<file path="src/rtl/serial_port_pkg.sv">
// Constants and types shared by the serial port design
package serial_port_pkg;
  localparam int ADDR_W = 12;
  localparam logic [9:0] IDX_POWER_CONTROL = 10'h087;
  localparam logic [9:0] IDX_SERIAL_CONTROL = 10'h098;
  localparam logic [9:0] IDX_SERIAL_DATA = 10'h099;
  localparam logic [9:0] IDX_PORT_CONFIG = 10'h0a0;
  localparam logic [7:0] SERIAL_CONTROL_RESET = 8'h00;
  localparam int SC_RI = 0;
  localparam int SC_TI = 1;
  localparam int SC_RB8 = 2;
  localparam int SC_TB8 = 3;
  localparam int SC_REN = 4;
  localparam int SC_SM2 = 5;
  localparam int PC_BAUD_DOUBLE = 7;
  localparam int CFG_SIX = 0;
  localparam int CFG_T2 = 1;
  localparam int CFG_IE = 2;
  localparam logic [2:0] CFG_RESET = 3'h0;
  // Divisors give the tick rate: half bits in mode 0, 16x oversampling else
  localparam logic [3:0] DIV_M0_12T = 4'h6;
  localparam logic [3:0] DIV_M0_6T = 4'h3;
  localparam logic [3:0] DIV_M2_12T = 4'h4;
  localparam logic [3:0] DIV_M2_12T_DBL = 4'h2;
  localparam logic [3:0] DIV_M2_6T = 4'h2;
  localparam logic [3:0] DIV_M2_6T_DBL = 4'h1;
  localparam logic [3:0] DIV_T1 = 4'h2;
  localparam logic [3:0] DIV_T1_DBL = 4'h1;
  localparam logic [3:0] DIV_T2 = 4'h1;
  localparam logic [3:0] OVS_LAST = 4'hf;
  localparam logic [3:0] OVS_MID = 4'h7;
  localparam logic [3:0] LEN_10 = 4'ha;
  localparam logic [3:0] LEN_11 = 4'hb;
  localparam logic [3:0] M0_LAST = 4'h7;
  localparam logic [3:0] RX_LAST = 4'h8;

  typedef enum logic [1:0] {
    MODE_SYNC = 2'b00,
    MODE_UART8 = 2'b01,
    MODE_FIXED9 = 2'b10,
    MODE_TIMED9 = 2'b11
  } mode_type;

  typedef enum logic [1:0] {
    RX_IDLE = 2'b00,
    RX_START = 2'b01,
    RX_DATA = 2'b10
  } rx_state_type;

  typedef struct packed {
    logic psel;
    logic penable;
    logic pwrite;
    logic [ADDR_W-1:0] paddr;
    logic [31:0] pwdata;
  } apb_req_type;
endpackage

</file>
<file path="src/rtl/baud_tick.sv">
// Tick divider for the serial port bit timing
`timescale 1ns/100ps
module baud_tick #(
  parameter int DIV_W = 4
) (
  input logic pclk,
  input logic presetn,
  input logic ce,
  input logic src_pulse,
  input logic [DIV_W-1:0] divisor,
  output logic tick
);
  typedef struct packed {
    logic [DIV_W-1:0] count;
    logic tick;
  } tick_state_type;

  tick_state_type st;
  tick_state_type next_st;

  always_comb begin
    next_st = st;
    next_st.tick = 1'b0;
    if (src_pulse) begin
      // Counter above a freshly lowered divisor wraps at once
      if (st.count >= divisor - 1'b1) begin
        next_st.count = '0;
        next_st.tick = 1'b1;
      end else begin
        next_st.count = st.count + 1'b1;
      end
    end
  end

  always_ff @(posedge pclk or negedge presetn) begin
    if (!presetn) begin
      st <= '0;
    end else if (ce) begin
      st <= next_st;
    end
  end

  assign tick = st.tick;
endmodule // baud_tick

</file>
<file path="src/rtl/serial_port.sv">
// Serial port: sync shift mode and three UART modes behind an APB slave
`timescale 1ns/100ps
module serial_port (
  input logic pclk,
  input logic presetn,
  input logic ce,
  input serial_port_pkg::apb_req_type apb_req,
  output logic pready,
  output logic [31:0] prdata,
  output logic pslverr,
  input logic timer1_overflow,
  input logic timer2_overflow,
  input logic rxd_in,
  output logic rxd_out,
  output logic rxd_oe,
  output logic txd,
  output logic serial_irq
);
  import serial_port_pkg::*;

  typedef struct packed {
    logic [7:0] serial_control;
    logic baud_double;
    logic [2:0] cfg;
    logic tx_busy;
    logic [10:0] tx_shift;
    logic [3:0] tx_cnt;
    logic [3:0] tx_sub;
    logic [3:0] tx_len;
    logic m0_busy;
    logic m0_rx;
    logic m0_half;
    logic m0_bit;
    logic [3:0] m0_cnt;
    logic [7:0] m0_shift;
    rx_state_type rx_state;
    logic [3:0] rx_sub;
    logic [3:0] rx_cnt;
    logic [8:0] rx_shift;
    logic [7:0] rx_serial_data_buffer;
    logic rxd_prev;
    logic ren_prev;
    logic txd;
    logic rxd_out;
    logic rxd_oe;
    logic pready;
    logic pslverr;
    logic [31:0] prdata;
    logic irq;
  } port_state_type;

  port_state_type st;
  port_state_type next_st;
  mode_type mode;
  logic tick;
  logic src_pulse;
  logic [3:0] divisor;
  logic access;
  logic done;
  logic wr;
  logic [9:0] idx;
  logic wr_serial_control;
  logic wr_serial_data_buffer;
  logic rx_final;
  logic rx_load;
  logic m0_end;

  assign mode = mode_type'(st.serial_control[7:6]);
  assign access = apb_req.psel && apb_req.penable;
  assign done = access && st.pready;
  assign wr = done && apb_req.pwrite;
  assign idx = apb_req.paddr[ADDR_W-1:2];
  assign wr_serial_control = wr && (idx == IDX_SERIAL_CONTROL);
  assign wr_serial_data_buffer = wr && (idx == IDX_SERIAL_DATA);
  assign rx_final = tick && (st.rx_state == RX_DATA)
    && (st.rx_sub == OVS_LAST) && (st.rx_cnt == RX_LAST);
  // Buffer full or filter failing drops the frame
  assign rx_load = rx_final && !st.serial_control[SC_RI] && st.serial_control[SC_REN]
    && (!st.serial_control[SC_SM2] || rxd_in);
  assign m0_end = tick && st.m0_busy && st.m0_half && (st.m0_cnt == M0_LAST);

  // Rate source and divisor per mode
  always_comb begin
    src_pulse = 1'b1;
    divisor = DIV_M0_12T;
    unique case (mode)
      MODE_SYNC: begin
        divisor = st.cfg[CFG_SIX] ? DIV_M0_6T : DIV_M0_12T;
      end
      MODE_FIXED9: begin
        if (st.cfg[CFG_SIX]) begin
          divisor = st.baud_double ? DIV_M2_6T_DBL : DIV_M2_6T;
        end else begin
          divisor = st.baud_double ? DIV_M2_12T_DBL : DIV_M2_12T;
        end
      end
      MODE_UART8, MODE_TIMED9: begin
        if (st.cfg[CFG_T2]) begin
          src_pulse = timer2_overflow;
          divisor = DIV_T2;
        end else begin
          src_pulse = timer1_overflow;
          divisor = st.baud_double ? DIV_T1_DBL : DIV_T1;
        end
      end
    endcase
  end

  baud_tick #(
    .DIV_W(4)
  ) u_baud_tick (
    .pclk(pclk),
    .presetn(presetn),
    .ce(ce),
    .src_pulse(src_pulse),
    .divisor(divisor),
    .tick(tick)
  );

  always_comb begin
    next_st = st;
    next_st.rxd_prev = rxd_in;
    next_st.ren_prev = st.serial_control[SC_REN];

    // APB slave: one wait state, answer latched with pready
    next_st.pready = access && !st.pready;
    if (access && !st.pready) begin
      next_st.pslverr = 1'b0;
      unique case (idx)
        IDX_POWER_CONTROL: next_st.prdata = {24'h000000, st.baud_double, 7'h00};
        IDX_SERIAL_CONTROL: next_st.prdata = {24'h000000, st.serial_control};
        IDX_SERIAL_DATA: next_st.prdata = {24'h000000, st.rx_serial_data_buffer};
        IDX_PORT_CONFIG: next_st.prdata = {29'h00000000, st.cfg};
        default: begin
          next_st.prdata = 32'h00000000;
          next_st.pslverr = 1'b1;
        end
      endcase
    end
    if (wr_serial_control) begin
      next_st.serial_control = apb_req.pwdata[7:0];
    end
    if (wr && idx == IDX_POWER_CONTROL) begin
      next_st.baud_double = apb_req.pwdata[PC_BAUD_DOUBLE];
    end
    if (wr && idx == IDX_PORT_CONFIG) begin
      next_st.cfg = apb_req.pwdata[2:0];
    end

    // Asynchronous transmitter
    if (st.tx_busy && tick) begin
      next_st.tx_sub = st.tx_sub + 1'b1;
      if (st.tx_sub == OVS_LAST) begin
        next_st.tx_cnt = st.tx_cnt + 1'b1;
        next_st.tx_shift = {1'b1, st.tx_shift[10:1]};
        if (st.tx_cnt == st.tx_len - 1'b1) begin
          next_st.tx_busy = 1'b0;
          next_st.serial_control[SC_TI] = 1'b1;
        end
      end
    end

    // Mode 0 shifter: clock low half with sampling, then high half with shifting
    if (st.m0_busy && tick) begin
      next_st.m0_half = !st.m0_half;
      if (!st.m0_half) begin
        next_st.m0_bit = rxd_in;
      end else begin
        next_st.m0_shift = {st.m0_rx ? st.m0_bit : 1'b0,
          st.m0_shift[7:1]};
        next_st.m0_cnt = st.m0_cnt + 1'b1;
        if (m0_end) begin
          next_st.m0_busy = 1'b0;
          if (st.m0_rx) begin
            next_st.rx_serial_data_buffer = {st.m0_bit, st.m0_shift[7:1]};
            next_st.serial_control[SC_RI] = 1'b1;
          end else begin
            next_st.serial_control[SC_TI] = 1'b1;
          end
        end
      end
    end
    if (mode == MODE_SYNC && st.serial_control[SC_REN] && !st.ren_prev
        && !st.serial_control[SC_RI] && !st.m0_busy && !wr_serial_data_buffer) begin
      next_st.m0_busy = 1'b1;
      next_st.m0_rx = 1'b1;
      next_st.m0_half = 1'b0;
      next_st.m0_cnt = 4'h0;
    end

    // Asynchronous receiver, free of the transmitter
    unique case (st.rx_state)
      RX_IDLE: begin
        if (mode != MODE_SYNC && st.serial_control[SC_REN] && st.rxd_prev
            && !rxd_in) begin
          next_st.rx_state = RX_START;
          next_st.rx_sub = 4'h0;
        end
      end
      RX_START: begin
        if (tick) begin
          next_st.rx_sub = st.rx_sub + 1'b1;
          if (st.rx_sub == OVS_MID) begin
            // A glitch shorter than half a bit is not a start
            next_st.rx_state = rxd_in ? RX_IDLE : RX_DATA;
            next_st.rx_sub = 4'h0;
            next_st.rx_cnt = 4'h0;
          end
        end
      end
      RX_DATA: begin
        if (tick) begin
          next_st.rx_sub = st.rx_sub + 1'b1;
          if (st.rx_sub == OVS_LAST) begin
            next_st.rx_shift = {rxd_in, st.rx_shift[8:1]};
            next_st.rx_cnt = st.rx_cnt + 1'b1;
            if (st.rx_cnt == RX_LAST) begin
              next_st.rx_state = RX_IDLE;
            end
          end
        end
      end
      default: next_st.rx_state = RX_IDLE;
    endcase
    if (rx_load) begin
      // Holding register is separate from the shifter
      next_st.rx_serial_data_buffer = st.rx_shift[8:1];
      next_st.serial_control[SC_RB8] = rxd_in;
      next_st.serial_control[SC_RI] = 1'b1;
    end
    if (!st.serial_control[SC_REN] || mode == MODE_SYNC) begin
      next_st.rx_state = RX_IDLE;
    end

    // Writing the data buffer always restarts the transmitter
    if (wr_serial_data_buffer) begin
      if (mode == MODE_SYNC) begin
        next_st.m0_busy = 1'b1;
        next_st.m0_rx = 1'b0;
        next_st.m0_half = 1'b0;
        next_st.m0_cnt = 4'h0;
        next_st.m0_shift = apb_req.pwdata[7:0];
      end else begin
        next_st.tx_busy = 1'b1;
        next_st.tx_cnt = 4'h0;
        next_st.tx_sub = 4'h0;
        if (mode == MODE_UART8) begin
          next_st.tx_shift = {2'b11, apb_req.pwdata[7:0], 1'b0};
          next_st.tx_len = LEN_10;
        end else begin
          next_st.tx_shift = {1'b1, st.serial_control[SC_TB8],
            apb_req.pwdata[7:0], 1'b0};
          next_st.tx_len = LEN_11;
        end
      end
    end

    // Pins: sync mode outranks a stale async frame
    if (next_st.m0_busy) begin
      next_st.txd = next_st.m0_half;
    end else if (next_st.tx_busy) begin
      next_st.txd = next_st.tx_shift[0];
    end else begin
      next_st.txd = 1'b1;
    end
    next_st.rxd_out = next_st.m0_shift[0];
    next_st.rxd_oe = next_st.m0_busy && !next_st.m0_rx;
    next_st.irq = next_st.cfg[CFG_IE]
      && (next_st.serial_control[SC_TI] || next_st.serial_control[SC_RI]);
  end

  always_ff @(posedge pclk or negedge presetn) begin
    if (!presetn) begin
      st <= '0;
      st.serial_control <= SERIAL_CONTROL_RESET;
      st.cfg <= CFG_RESET;
      st.txd <= 1'b1;
      st.rxd_prev <= 1'b1;
    end else if (ce) begin
      st <= next_st;
    end
  end

  assign pready = st.pready;
  assign prdata = st.prdata;
  assign pslverr = st.pslverr;
  assign txd = st.txd;
  assign rxd_out = st.rxd_out;
  assign rxd_oe = st.rxd_oe;
  assign serial_irq = st.irq;
endmodule // serial_port

</file>
<file path="config.mk">
export PLATFORM = sky130hd
export DESIGN_NAME = serial_port
export DESIGN_NICKNAME = d
export VERILOG_FILES = /design/src/rtl/serial_port_pkg.sv /design/src/rtl/baud_tick.sv /design/src/rtl/serial_port.sv
export SDC_FILE = /design/constraint.sdc
export NUM_CORES = 1
export LEC_CHECK = 0
export BUFFER_PORTS_ARGS = -buffer_cell sky130_fd_sc_hd__buf_4
export CAP_MARGIN = 20
export CELL_PAD_IN_SITES_DETAIL_PLACEMENT = 2
export CELL_PAD_IN_SITES_GLOBAL_PLACEMENT = 2
export CORE_ASPECT_RATIO = 1.4
export CORE_MARGIN = 2
export CORE_UTILIZATION = 40
export CTS_BUF_LIST = sky130_fd_sc_hd__clkbuf_4
export CTS_CLUSTER_DIAMETER = 40
export DETAILED_ROUTE_END_ITERATION = 6
export PLACE_DENSITY = 0.88
export SLEW_MARGIN = 20
export SYNTH_ARGS = -nofsm -noshare
export SYNTH_HDL_FRONTEND = slang
export SYNTH_HIERARCHICAL = 1
export SYNTH_SLANG_ARGS = --single-unit
export TNS_END_PERCENT = 1
</file>
<file path="constraint.sdc">
create_clock -name pclk -period 5.55 [get_ports pclk]
set_input_delay 0 -clock pclk [delete_from_list [all_inputs] [get_ports pclk]]
set_output_delay 0 -clock pclk [all_outputs]
set_load 0.05 [all_outputs]
</file>
==> out/results.ini <==
[setup_path]
r2r-start = mode[0]
start_kind = register
crit_type = reg -> reg
crit_buf_inv = 0
max_stage_delay_ps = 860
crit_path_end_kind = register
crit_slowest_cell = a21oi_1
worstPathArrival_ps = 3330
worstPathMaxFanout = 16
crit_chain = nor4b_1, nand4_1, a21oi_1, nor2_1, a21oi_1
critPathMostFrequentCell = a21oi_1
reg2reg_slack_ps = 2640
crit_family = simple AND/OR/NAND/NOR gates
crit_start = mode[0]
worstPathRequired_ps = 5970

[clocking]
clock_latency_ps = 510
root_buffer = clkbuf_4
clockBufferDepth = 2
clkSinkCount = 96
cts_setup_buffers = 0
clkSlewWorstSetupHoldPaths_ps = 200
postCtsHoldBufs = 18
cts_tree = done
h-tree-depth = 3
cts_inserted_buffers = 9
ctsResizeCount = 0

[layout]
nets = 666
area_growth_pct = 11.4
layout-drive-gt1-share = 0.180

[power]
pwr-share-seq = 0.520
power.share.combinational = 0.236
powerDensity_mw_per_mm2 = 280
leakagePower_nw = 2.89
clock_power_share = 0.244
switching_share = 0.365
p_total_w = 0.00170
p_switching_w = 0.000619
vdd_drop_max_mv = 0.100
p_int_w = 0.00108

[run]
maxCapViolCount = 0

[logic_synthesis]
synth_area_mm2 = 0.00543
synth_top_flop_cell = dfrtp_1
synth_cells = 551
synth_seq_area_share = 0.443
avgSynthCellArea_um2 = 9.86
synth_edf_count = 0
ys.warnings.count = 6
ys_types = 68
ys_ff_latch = 96
async_flop_share = 1.00

[route]
post_drt_wl_per_cell_um = 23.5
routed_via_density = 5.70
postRouteAntennaNets = 0
drt_iter0_drc = 158
routed-via-count = 4437
drc = 0
finalWirelength_um = 18300
first_pass_iters = 4

[sta]
slew_headroom = 0.399
fin_setup_tns_ps = 0
finalMaxSlewViolations = 0
period_needed_ps = 2910
finalHoldViolCount = 0
finalClockSkew_ps = 45.7
setup_viol = 0
rsz0062_at_grt = false
tightest_slew_ps = 902
fmax_mhz = 343
fin_crit_sh = 0.525

[run_status]
run_status = complete, no violations

[die]
io_pins = 91
rows = 50
core_area_mm2 = 0.0133
start_util = 0.408
fp.dieH_um = 142
dieArea_mm2 = 0.0145
die_w_um = 102

[place]
hpwl_um = 12000
port-buffer-count = 40
gp_congestion = 0.774

[global_routing]
grt_pass1_wl_um = 28300
grt_pass1_vias = 5080
gr-usage-all-layers = 0.258
grt_max_degree = 68
grt_overflow = 0
antenna_found_initial = 1

[worst_hold_path]
min_from = apb_req[36]
hold_class = in -> reg

registers in the layout (all words and copies together), names as in the netlist:
signal / cells
mode: 2
next_st: 1
prdata: 8
pready: 1
pslverr: 1
rxd_oe: 1
serial_irq: 1
st: 75
txd: 1
u_baud_tick/st: 4
u_baud_tick/tick: 1
Yosys cell counts (all sizes together) (2+ instances only):
| master | instances | area share |
|---|---|---|
| o22ai | 8 | 0.0092 |
| nand2 | 45 | 0.032 |
| and3b | 2 | 0.0032 |
| or4 | 4 | 0.0062 |
| o211ai | 5 | 0.0069 |
| nor4 | 2 | 0.0023 |
| a21o | 2 | 0.0028 |
| buf | 38 | 0.050 |
| dfstp | 2 | 0.0097 |
| o21ai | 32 | 0.030 |
| xnor2 | 8 | 0.013 |
| and2 | 2 | 0.0023 |
| and3 | 5 | 0.0058 |
| or2 | 6 | 0.0069 |
| or3b | 2 | 0.0032 |
| nand3b | 4 | 0.0055 |
| nor2b | 2 | 0.0023 |
| nand4 | 10 | 0.012 |
| xor2 | 6 | 0.0097 |
| nor2 | 54 | 0.037 |
| and4 | 3 | 0.0048 |
| mux2i | 17 | 0.031 |
| nor4b | 3 | 0.0076 |
| o31ai | 5 | 0.0069 |
| or3 | 3 | 0.0035 |
| o2111ai | 2 | 0.0032 |
| nand3 | 17 | 0.016 |
| ha | 22 | 0.051 |
| nand4b | 3 | 0.0048 |
| clkbuf | 16 | 0.011 |
| nor3b | 2 | 0.0037 |
| mux2 | 35 | 0.077 |
| a22o | 2 | 0.0032 |
| nor3 | 17 | 0.016 |
| o21a | 2 | 0.0028 |
| dfrtp | 94 | 0.43 |
| nand2b | 9 | 0.010 |
| a21oi | 22 | 0.020 |
| o2bb2ai | 2 | 0.0032 |
| inv | 19 | 0.013 |
| and4b | 2 | 0.0037 |
power by group through the flow:
stage	clock network [W]	logic [W]	registers, W
CTS	0.000406	0.000390	0.000876
floorplan	0	0.000253	0.000875
detailed placement	0	0.000374	0.000889
global placement	0	0.000342	0.000877
global route	0.000439	0.000433	0.000890
finish	0.000413	0.000400	0.000882
through the flow:
stage                util  cell area [µm²]  worst slack, ps  hold WS (ps)  cells
finish              0.454             6050             2640          3.21    778
global route        0.454             6050             2370          41.1    778
CTS                 0.454             6050             2730          3.94    777
detailed placement  0.429             5720             2770         -42.1    744
global placement    0.429             5720             2870         -45.5    744
floorplan               -             5520             3110          -296    575
cell usage in the layout (no fill, tap or decap), drive strengths merged, types with 8 or more instances in the layout:
master | synthesis | layout
dfrtp | 94 | 94
nor2 | 54 | 54
nand2 | 45 | 45
buf | 38 | 42
mux2 | 35 | 35
o21ai | 32 | 32
conb | 1 | 25
a21oi | 22 | 22
ha | 22 | 22
inv | 19 | 21
mux2i | 17 | 17
nand3 | 17 | 17
nor3 | 17 | 17
dlygate4sd3 | 0 | 17
nand4 | 10 | 10
nand2b | 9 | 9
clkbuf | 16 | 9
xnor2 | 8 | 8
o22ai | 8 | 8
routing by layer:
layer	track usage	part of all wire
met5	0	0
met4	0.112	0.041
met3	0.0502	0.042
met2	0.472	0.54
met1	0.283	0.38
worst paths after layout:
path                             end  cells past startpoint
max                           st[68]                      5
min                          pslverr                      4
max reg2reg                   st[68]                      5
min reg2reg                prdata[5]                      2
max in group asynchronous    st[105]                      4
min in group asynchronous     st[77]                      3
cells by family after synthesis:
logic type	share of synthesized area
AND/OR/NAND/NOR	0.194
other	0.000691
multiplexers	0.109
buffers and inverters	0.0747
XOR/XNOR	0.0226
AO/OA/AOI/OAI	0.106
flip-flops	0.443
adder cells (fa/ha/maj)	0.0507
layout make-up:
type,instances,area [µm²]
clock inverters,6,67.6
fillers,1439,7280
diodes,1,2.50
multi-input cells,406,2710
clock buffers,9,67.6
inverters,19,71.3
flip-flops and latches,96,2400
well taps,182,228
repair buffers,59,498
tightest hold or removal path: cells and delay by family:
kind	cells	cell delay (ps)
simple gates	2	290
compound gates	1	110
buf+inv	1	90
(Power assumes the default switching activity.)
